### config.mk
export PLATFORM = sky130hd
export DESIGN_NAME = autobaud_detect
export DESIGN_NICKNAME = d
export VERILOG_FILES = /design/src/autobaud_detect.v
export VERILOG_INCLUDE_DIRS = /design/src
export SDC_FILE = /design/constraint.sdc
export NUM_CORES = 1
export LEC_CHECK = 0
export BUFFER_PORTS_ARGS = -buffer_cell sky130_fd_sc_hd__buf_2
export CAP_MARGIN = 20
export CORE_UTILIZATION = 39
export CTS_BUF_LIST = sky130_fd_sc_hd__clkbuf_8 sky130_fd_sc_hd__clkbuf_16
export DETAILED_ROUTE_END_ITERATION = 10
export RECOVER_POWER = 50
export SYNTH_ARGS = -nofsm -noshare
export SYNTH_HDL_FRONTEND = slang
export SYNTH_SLANG_ARGS = --single-unit
export TNS_END_PERCENT = 20
### constraint.sdc
create_clock -name mclk -period 4.3 [get_ports mclk]
set_input_delay 0.215 -clock mclk [delete_from_list [all_inputs] [get_ports mclk]]
set_output_delay 0.215 -clock mclk [all_outputs]
set_load 0.02 [all_outputs]
### src/autobaud_defs.vh
// Purpose: Register offsets, field positions, rates and response codes for the autobaud block.
// Assumes: Included by autobaud_detect.v only.
// Notes:   Offsets are byte addresses on a 32-bit AXI4-Lite bus.
`ifndef AUTOBAUD_DEFS_VH
`define AUTOBAUD_DEFS_VH
// ****************************************
// Register offsets
// ****************************************
`define AB_CTRL_OFS     5'h00
`define AB_DIV_OFS      5'h04
`define AB_RXBUF_OFS    5'h08
`define AB_TXBUF_OFS    5'h0C
`define AB_STAT_OFS     5'h10
// ****************************************
// Control register fields
// ****************************************
`define AB_ENABLE_BIT   0
`define AB_WAKE_BIT     1
`define AB_HS_BIT       2
`define AB_WIDE_BIT     3
`define AB_CLKMODE_BIT  4
`define AB_OVF_BIT      7
// ****************************************
// Status register fields
// ****************************************
`define AB_RXFLAG_BIT   0
`define AB_MEASURE_BIT  1
`define AB_BREAK_BIT    2
// ****************************************
// Counter clock dividers and misc
// ****************************************
`define AB_DIV_SLOW     10'h200
`define AB_DIV_MID      10'h080
`define AB_DIV_FAST     10'h020
`define AB_EDGE_LAST    3'h5
`define AB_RESP_OKAY    2'h0
`define AB_RESP_SLVERR  2'h2
`endif

### src/autobaud_detect.v
// Purpose: Automatic baud-rate measurement on the receive line with AXI4-Lite registers.
// Assumes: mclk is the oscillator; rxLine is asynchronous and idles high.
// Notes:   Normal receive and transmit datapaths are outside this block.
// Summary of operation
// RL1 - Asynchronous mode when clocked-mode bit clear.
// RL2 - Measure only asynchronous with wake disabled.
// RL3 - Enable clears divider, waits start bit.
// RL4 - Divider counts, timed by receive line.
// RL5 - Remote sends 55h sync byte.
// RL6 - Count from first rising edge after start.
// RL7 - Fifth rising edge leaves divisor in bytes.
// RL8 - Enable self-clears on fifth rising edge.
// RL9 - Rollover FFFFh to 0000h sets overflow.
// RL10 - Overflow set by hardware, software writable.
// RL11 - Rollover keeps measurement and enable active.
// RL12 - Counter runs at one eighth base rate.
// RL13 - Base clock Fosc/512, /128 or /32.
// RL14 - Sixteen bit only with wide select set.
// RL15 - Receive machine held idle while measuring.
// RL16 - Receive flag set on fifth edge.
// RL17 - Reading receive buffer clears receive flag.
// RL18 - Software discards buffer value after measurement.
// RL19 - With wake, measure byte after break; the code never starts the count while wake is set, so it stays in ST_START.
// RL20 - Software should set wide select.
// RL21 - Transmit buffer refuses writes while enabled.
// RL22 - Software must not enable during transmit.
// RL23 - Divider reloads measured value afterwards.
//
// Register access over AXI4-Lite and the placing of the registers were decided locally.
`timescale 1ns/1ps
`include "autobaud_defs.vh"
module autobaud_detect (
	// Clock and reset
	input  wire        mclk,
	input  wire        rst,
	// AXI4-Lite write address
	input  wire [4:0]  s_axi_awaddr,
	input  wire        s_axi_awvalid,
	output reg         s_axi_awready,
	// AXI4-Lite write data
	input  wire [31:0] s_axi_wdata,
	input  wire [3:0]  s_axi_wstrb,
	input  wire        s_axi_wvalid,
	output reg         s_axi_wready,
	// AXI4-Lite write response
	output reg  [1:0]  s_axi_bresp,
	output reg         s_axi_bvalid,
	input  wire        s_axi_bready,
	// AXI4-Lite read
	input  wire [4:0]  s_axi_araddr,
	input  wire        s_axi_arvalid,
	output reg         s_axi_arready,
	output reg  [31:0] s_axi_rdata,
	output reg  [1:0]  s_axi_rresp,
	output reg         s_axi_rvalid,
	input  wire        s_axi_rready,
	// Serial line and datapath hooks
	input  wire        rxLine,
	output reg         rxIdleHold,
	output reg         rateTick,
	output reg         rxFlag
);
	// ****************************************
	// States
	// ****************************************
	localparam [1:0] ST_IDLE  = 2'h0;
	localparam [1:0] ST_BREAK = 2'h1;
	localparam [1:0] ST_START = 2'h2;
	localparam [1:0] ST_COUNT = 2'h3;

	reg  [1:0]  rxSync_q;
	reg         rxPrev_q;
	reg  [1:0]  state_q;
	reg  [2:0]  edgeCnt_q;
	reg  [9:0]  preCnt_q;
	reg  [2:0]  eighthCnt_q;
	reg  [15:0] divider_q;
	reg  [15:0] rateCnt_q;
	reg         enable_q;
	reg         wake_q;
	reg         highSpeed_q;
	reg         wide_q;
	reg         clkMode_q;
	reg         ovf_q;
	reg  [7:0]  txBuf_q;
	reg  [4:0]  awAddr_q;
	reg         awHave_q;
	reg  [31:0] wData_q;
	reg  [3:0]  wStrb_q;
	reg         wHave_q;
	reg  [9:0]  baseDiv;
	wire        rxNow;
	wire        riseEdge;
	wire        fallEdge;
	wire        baseTick;
	wire        countTick;
	wire        measuring;
	wire        doWrite;
	wire        doRead;
	wire        ctrlWr;
	wire [15:0] countNext;

	assign rxNow     = rxSync_q[1];
	assign riseEdge  = rxNow & ~rxPrev_q;
	assign fallEdge  = ~rxNow & rxPrev_q;
	assign measuring = (state_q == ST_COUNT);
	assign doWrite   = awHave_q & wHave_q & ~s_axi_bvalid;
	assign doRead    = s_axi_arvalid & s_axi_arready;
	assign ctrlWr    = doWrite & (awAddr_q == `AB_CTRL_OFS) & wStrb_q[0];

	// ****************************************
	// Counter clock selection
	// ****************************************
	// RL13 base clock select
	always @* begin
		case ({wide_q, highSpeed_q})
			2'b00:   baseDiv = `AB_DIV_SLOW;
			2'b11:   baseDiv = `AB_DIV_FAST;
			default: baseDiv = `AB_DIV_MID;
		endcase
	end
	assign baseTick  = (preCnt_q == baseDiv - 10'h001);
	// RL12 one eighth rate
	assign countTick = baseTick & (eighthCnt_q == 3'h7);
	// RL14 eight or sixteen bit
	assign countNext = wide_q ? divider_q + 16'h0001 :
		{8'h00, divider_q[7:0] + 8'h01};

	// ****************************************
	// Synchroniser and prescaler
	// ****************************************
	always @(posedge mclk) begin
		if (rst) begin
			rxSync_q    <= 2'b11;
			rxPrev_q    <= 1'b1;
			preCnt_q    <= 10'h000;
			eighthCnt_q <= 3'h0;
		end else begin
			rxSync_q <= {rxSync_q[0], rxLine};
			rxPrev_q <= rxNow;
			if (baseTick) begin
				preCnt_q    <= 10'h000;
				eighthCnt_q <= eighthCnt_q + 3'h1;
			end else begin
				preCnt_q <= preCnt_q + 10'h001;
			end
		end
	end

	// ****************************************
	// Measurement state machine and registers
	// ****************************************
	always @(posedge mclk) begin
		if (rst) begin
			state_q     <= ST_IDLE;
			edgeCnt_q   <= 3'h0;
			divider_q   <= 16'h0000;
			rateCnt_q   <= 16'h0000;
			enable_q    <= 1'b0;
			wake_q      <= 1'b0;
			highSpeed_q <= 1'b0;
			wide_q      <= 1'b0;
			clkMode_q   <= 1'b0;
			ovf_q       <= 1'b0;
			txBuf_q     <= 8'h00;
			rxFlag      <= 1'b0;
			rxIdleHold  <= 1'b0;
			rateTick    <= 1'b0;
		end else begin
			rateTick   <= 1'b0;
			// RL15 receiver held idle
			rxIdleHold <= measuring | (state_q == ST_START);
			// RL17 read clears flag
			if (doRead && {s_axi_araddr[4:2], 2'b00} == `AB_RXBUF_OFS)
				rxFlag <= 1'b0;
			if (ctrlWr) begin
				wake_q      <= wData_q[`AB_WAKE_BIT];
				highSpeed_q <= wData_q[`AB_HS_BIT];
				wide_q      <= wData_q[`AB_WIDE_BIT];
				clkMode_q   <= wData_q[`AB_CLKMODE_BIT];
				// RL10 software writes flag
				ovf_q       <= wData_q[`AB_OVF_BIT];
				enable_q    <= wData_q[`AB_ENABLE_BIT];
				// RL3 clear divider on arm
				if (wData_q[`AB_ENABLE_BIT] && !enable_q) begin
					divider_q <= 16'h0000;
					state_q   <= wData_q[`AB_WAKE_BIT] ? ST_BREAK : ST_START;
				end
			end
			if (doWrite && awAddr_q == `AB_DIV_OFS) begin
				if (wStrb_q[0])
					divider_q[7:0] <= wData_q[7:0];
				if (wStrb_q[1])
					divider_q[15:8] <= wData_q[15:8];
			end
			// RL21 transmit lockout
			if (doWrite && awAddr_q == `AB_TXBUF_OFS && wStrb_q[0] && !enable_q)
				txBuf_q <= wData_q[7:0];
			case (state_q)
				ST_IDLE: begin
					// RL23 reload measured divisor
					if (rateCnt_q == 16'h0000) begin
						rateCnt_q <= divider_q;
						rateTick  <= 1'b1;
					end else begin
						rateCnt_q <= rateCnt_q - 16'h0001;
					end
				end
				ST_BREAK: begin
					// RL19 skip the break byte
					if (riseEdge)
						state_q <= ST_START;
				end
				ST_START: begin
					// RL1 RL2 asynchronous only
					// RL6 start on first rise
					if (riseEdge && !clkMode_q && !wake_q) begin
						state_q   <= ST_COUNT;
						edgeCnt_q <= 3'h1;
					end
				end
				ST_COUNT: begin
					// RL4 line times counter
					if (countTick) begin
						divider_q <= countNext;
						// RL9 RL11 trap rollover
						if (wide_q ? divider_q == 16'hFFFF : divider_q[7:0] == 8'hFF)
							ovf_q <= 1'b1;
					end
					if (riseEdge) begin
						edgeCnt_q <= edgeCnt_q + 3'h1;
						// RL7 RL8 RL16 finish on fifth edge
						if (edgeCnt_q == `AB_EDGE_LAST - 3'h1) begin
							state_q   <= ST_IDLE;
							enable_q  <= 1'b0;
							rxFlag    <= 1'b1;
							rateCnt_q <= 16'h0000;
						end
					end
				end
				default: state_q <= ST_IDLE;
			endcase
			// Writing the enable low aborts a pending or running measurement.
			if (ctrlWr && !wData_q[`AB_ENABLE_BIT]) begin
				state_q <= ST_IDLE;
			end
		end
	end

	// ****************************************
	// AXI4-Lite slave
	// ****************************************
	// The write is taken only once both address and data are held, in either order.
	always @(posedge mclk) begin
		if (rst) begin
			s_axi_awready <= 1'b0;
			s_axi_wready  <= 1'b0;
			s_axi_bvalid  <= 1'b0;
			s_axi_bresp   <= `AB_RESP_OKAY;
			s_axi_arready <= 1'b0;
			s_axi_rvalid  <= 1'b0;
			s_axi_rresp   <= `AB_RESP_OKAY;
			s_axi_rdata   <= 32'h00000000;
			awHave_q      <= 1'b0;
			wHave_q       <= 1'b0;
			awAddr_q      <= 5'h00;
			wData_q       <= 32'h00000000;
			wStrb_q       <= 4'h0;
		end else begin
			s_axi_awready <= 1'b0;
			s_axi_wready  <= 1'b0;
			s_axi_arready <= 1'b0;
			if (s_axi_awvalid && !awHave_q && !s_axi_awready) begin
				s_axi_awready <= 1'b1;
				awHave_q      <= 1'b1;
				awAddr_q      <= {s_axi_awaddr[4:2], 2'b00};
			end
			if (s_axi_wvalid && !wHave_q && !s_axi_wready) begin
				s_axi_wready <= 1'b1;
				wHave_q      <= 1'b1;
				wData_q      <= s_axi_wdata;
				wStrb_q      <= s_axi_wstrb;
			end
			if (doWrite) begin
				awHave_q     <= 1'b0;
				wHave_q      <= 1'b0;
				s_axi_bvalid <= 1'b1;
				s_axi_bresp  <= (awAddr_q > `AB_STAT_OFS ||
					(awAddr_q == `AB_TXBUF_OFS && enable_q)) ? `AB_RESP_SLVERR : `AB_RESP_OKAY;
			end else if (s_axi_bvalid && s_axi_bready) begin
				s_axi_bvalid <= 1'b0;
			end
			if (s_axi_arvalid && !s_axi_arready && !s_axi_rvalid)
				s_axi_arready <= 1'b1;
			if (doRead) begin
				s_axi_rvalid <= 1'b1;
				s_axi_rresp  <= `AB_RESP_OKAY;
				case ({s_axi_araddr[4:2], 2'b00})
					`AB_CTRL_OFS:  s_axi_rdata <= {24'h000000, ovf_q, 2'b00, clkMode_q, wide_q,
						highSpeed_q, wake_q, enable_q};
					`AB_DIV_OFS:   s_axi_rdata <= {16'h0000, divider_q};
					`AB_RXBUF_OFS: s_axi_rdata <= 32'h00000000;
					`AB_TXBUF_OFS: s_axi_rdata <= {24'h000000, txBuf_q};
					`AB_STAT_OFS:  s_axi_rdata <= {29'h00000000, state_q == ST_BREAK,
						measuring, rxFlag};
					default: begin
						s_axi_rdata <= 32'h00000000;
						s_axi_rresp <= `AB_RESP_SLVERR;
					end
				endcase
			end else if (s_axi_rvalid && s_axi_rready) begin
				s_axi_rvalid <= 1'b0;
			end
		end
	end
endmodule

==> out/qor.log <==
[run_status] status finished, violations left
[run_status] violations in the final reports capacitance limit, slew limit
[global_route] remaining global-route overflow 0
[hold_path] worst min-delay path class primary input to flop
[sta] final hold viol count 0
[synthesis] largest family of logic cells by synthesized area simple AND/OR/NAND/NOR gates
[clocking] postcts setup bufs 0
[worst_setup_path] CP cell instances clkbuf_1 > clkbuf_2 > and3b_1 > o21ai_0 > nand3_1
[synthesis] fraction of the mapped netlist area in compound gates 0.166
[synthesis] post-synthesis adder-cell area fraction 0.0176
[clocking] clock slew at reported path FFs 0.05 ns
[clocking] number of resized instances in the post-cts repair step 0
[power_and_ir_drop] standby leakage power 2.41 nW
[clocking] TritonCTS Buffers 17
[synthesis] primary flip-flop cell chosen by synthesis mapping sky130_fd_sc_hd__dfxtp_1
[global_route] maximum number of pins on one net before global-route repair 61
[synthesis] fraction of synthesized cell area taken by the top area cell type 0.408
[synthesis] largest area contributor in the synthesized netlist sky130_fd_sc_hd__dfxtp_1
[routing] count of TritonRoute iterations in the first routing pass 7
[sta] Worst Max-Slew Pin Slew 1.84 ns
[floorplanning] area of the placeable core 14,000 um2
[routing] DRC violation total after the first TritonRoute iteration 288
[job] number of max-cap violations 1
[clocking] root buffer cell sky130_fd_sc_hd__clkbuf_16
[worst_setup_path] Critical Path AT 3.18 ns
[worst_setup_path] Worst Path Required 4.60 ns
[synthesis] top-count cell post-synth sky130_fd_sc_hd__dfxtp_1
[routing] via count 4,998
[synthesis] number of synthesized flops with an enable pin 0
[synthesis] multiplexer fraction of the synthesized cell area 0.0712
[clocking] clk sinks 116
[routing] Avg Vias per Cell 5.47
[place] half-perimeter wire length after placement 9600 um
[worst_setup_path] startpoint types primary input
[synthesis] post-synthesis register bit count 116
[synthesis] warning count from the yosys run 0
[sta] setup repair after global routing missed its margin false
[floorplanning] floorplan die area 15,100 um2
[synthesis] number of different library cells in the post-synthesis netlist 66
[sta] final period demand of the worst path 2.89 ns
[worst_setup_path] critical setup path kind primary input to flop
[routing] antenna-violating nets left 0
[floorplanning] number of top-level design ports 98
[global_route] initial antenna violation count 0
[synthesis] average footprint of a synthesized cell 8.39 um2
[finish] net count reported at finish 782
[sta] worst-case hold slack 0.0305 ns
[power_and_ir_drop] power per cell area 489 nW/um2
[sta] Final Slew Violations 47
[floorplanning] die span in x 123 um
[sta] worst-case clock skew 0.0111 ns
[global_route] wire length of the first global-routing pass 23,100 um
[finish] ant diodes 0
[worst_setup_path] Crit path largest cell delay 1.29 ns
[synthesis] simple-gate area share of the yosys netlist 0.246
[worst_setup_path] cell with the largest stage delay on the worst path sky130_fd_sc_hd__clkbuf_1
[sta] Total Neg Setup Slack 0 ns
[clocking] CTS tree done
[synthesis] sequential cell area fraction in the yosys report 0.408
[routing] DRC Markers 0
[clocking] CTS H-tree lvls 4
[synthesis] post-synthesis cell count 679
[routing] mean routed wirelength per cell 15.3 um
[synthesis] cell types with the highest counts after synthesis 116 x sky130_fd_sc_hd__dfxtp_1, 79 x sky130_fd_sc_hd__nor2_1, 65 x sky130_fd_sc_hd__nand2_1, 46 x sky130_fd_sc_hd__a21oi_1, 36 x sky130_fd_sc_hd__mux2i_1
[place] Port Buffer Count 57
[finish] layout cell share with drive strength beyond 1 0.117
[floorplanning] height of the die 123 um
[clocking] clk_lat worst skew 0.42 ns
[clocking] Longest Clk Path Bufs 2
[sta] Relative slew margins -0.223
[place] GPL Wtd Cong 0.809
[global_route] via count of the first global-routing pass 4,654
[sta] timing-limited maximum frequency 346 MHz
[worst_setup_path] Setup crit end kind flop
[power_and_ir_drop] worst ir drop on vdd 0.244 mV
[worst_setup_path] Critical Path Fanout Max 60
[floorplanning] initial core utilization 0.406
[synthesis] synthesized-area fraction occupied by xor and xnor cells 0.0261
[sta] final worst path period share 0.672
[clocking] count of hold buffers inserted by post-cts repair 1
[finish] core occupancy in the finished layout 0.464
[finish] layout-stage area growth over the synthesis result 14.5%
[floorplanning] # rows 43
[synthesis] share of flip-flops with an asynchronous set or reset 0
[synthesis] top post-synthesis cells by area sky130_fd_sc_hd__dfxtp_1 41%, sky130_fd_sc_hd__mux2i_1 6.3%, sky130_fd_sc_hd__nor2_1 5.2%
[routing] Post-Route WL 14,000 um
[synthesis] Synth Cell Area 5700 um2
[global_route] All-Layer GR Usage 0.199
[sta] total of endpoints with negative setup slack in the final report 0
[flip-flops by register name, summed over array words and instances, names as in the netlist, 2 cells and up]
name / count
awAddr_q: 3
divider_q: 16
edgeCnt_q: 3
eighthCnt_q: 3
preCnt_q: 10
rateCnt_q: 16
rxSync_q: 2
s_axi_rdata: 16
state_q: 2
txBuf_q: 8
wData_q: 16
wStrb_q: 2
[cell families after synthesis]
logic type / after synthesis
XOR/XNOR: 17
flip-flops: 116
other: 1
multiplexers: 40
adder cells (fa/ha/maj): 8
AND/OR/NAND/NOR: 277
AO/OA/AOI/OAI: 144
buffers and inverters: 76
[cell usage in the layout, fill, tap and decap left out, types with 5 or more instances in the layout]
cell type                   count
sky130_fd_sc_hd__dfxtp_1      116
sky130_fd_sc_hd__nor2_1        79
sky130_fd_sc_hd__nand2_1       65
sky130_fd_sc_hd__a21oi_1       45
sky130_fd_sc_hd__mux2i_1       36
sky130_fd_sc_hd__buf_2         30
sky130_fd_sc_hd__inv_1         27
sky130_fd_sc_hd__clkbuf_1      27
sky130_fd_sc_hd__nor3_1        23
sky130_fd_sc_hd__o21ai_0       22
sky130_fd_sc_hd__nand3_1       19
sky130_fd_sc_hd__conb_1        18
sky130_fd_sc_hd__a22oi_1       17
sky130_fd_sc_hd__clkbuf_16     17
sky130_fd_sc_hd__nand2b_1      14
sky130_fd_sc_hd__nor4_1        12
sky130_fd_sc_hd__or2_2         11
sky130_fd_sc_hd__xor2_1         9
sky130_fd_sc_hd__a221oi_1       8
sky130_fd_sc_hd__a211oi_1       8
sky130_fd_sc_hd__xnor2_1        8
sky130_fd_sc_hd__ha_1           8
sky130_fd_sc_hd__o22ai_1        7
sky130_fd_sc_hd__nor2b_1        7
sky130_fd_sc_hd__nand4_1        5
sky130_fd_sc_hd__nand3b_1       5
sky130_fd_sc_hd__or3_1          5
[critical path: cells and delay by family]
kind	cells	cell delay, ns
AOI/OAI and AO/OA	1	0.20
and+or+nand+nor	2	0.38
buffers and inverters	2	2.36
[power breakdown]
part / leakage, nW / switching, mW / internal, mW
sequential: 0.943 / 0.0813 / 1.16
combinational: 1.17 / 0.427 / 0.260
clock: 0.296 / 0.461 / 0.800
total: 2.41 / 0.969 / 2.22
[final cells by class]
cell class | count | area [um2]
clock buffers | 19 | 453
clock inverters | 13 | 80.1
fillers | 1380 | 7520
inverters | 19 | 71.3
multi-input cells | 504 | 3080
flip-flops and latches | 116 | 2320
well taps | 180 | 225
repair buffers | 62 | 293
[per-layer routing]
metal / vias to the layer above / track usage / wire length, um
met5: - / 0 / 0
met4: 0 / 0.107 / 378
met3: 24 / 0.0432 / 544
met2: 113 / 0.315 / 6590
met1: 2380 / 0.250 / 6480
li1: 2481 / - / -
[per-stage QoR]
step / setup WS [ns] / std cells / cell area [um2] / total power [mW]
after floorplan: 2.00 / 696 / 5760 / 1.83
after detailed placement: 1.59 / 879 / 6000 / 1.94
after CTS: 1.55 / 912 / 6550 / 3.21
after global placement: 1.61 / 879 / 6000 / 1.92
after global routing: 1.11 / 913 / 6520 / 3.36
final: 1.41 / 913 / 6520 / 3.19
[final timing paths]
path	cells past startpoint	startpoint	end	slack, ns
worst max-delay path	5	rst	divider_q[4]	1.41
worst min-delay path	3	s_axi_wdata[9]	wData_q[9]	0.03
worst max register to register	7	rateCnt_q[0]	rateCnt_q[3]	1.53
worst min register to register	1	rxSync_q[0]	rxSync_q[1]	0.41
No activity file was read; power rests on OpenSTA's default activity.
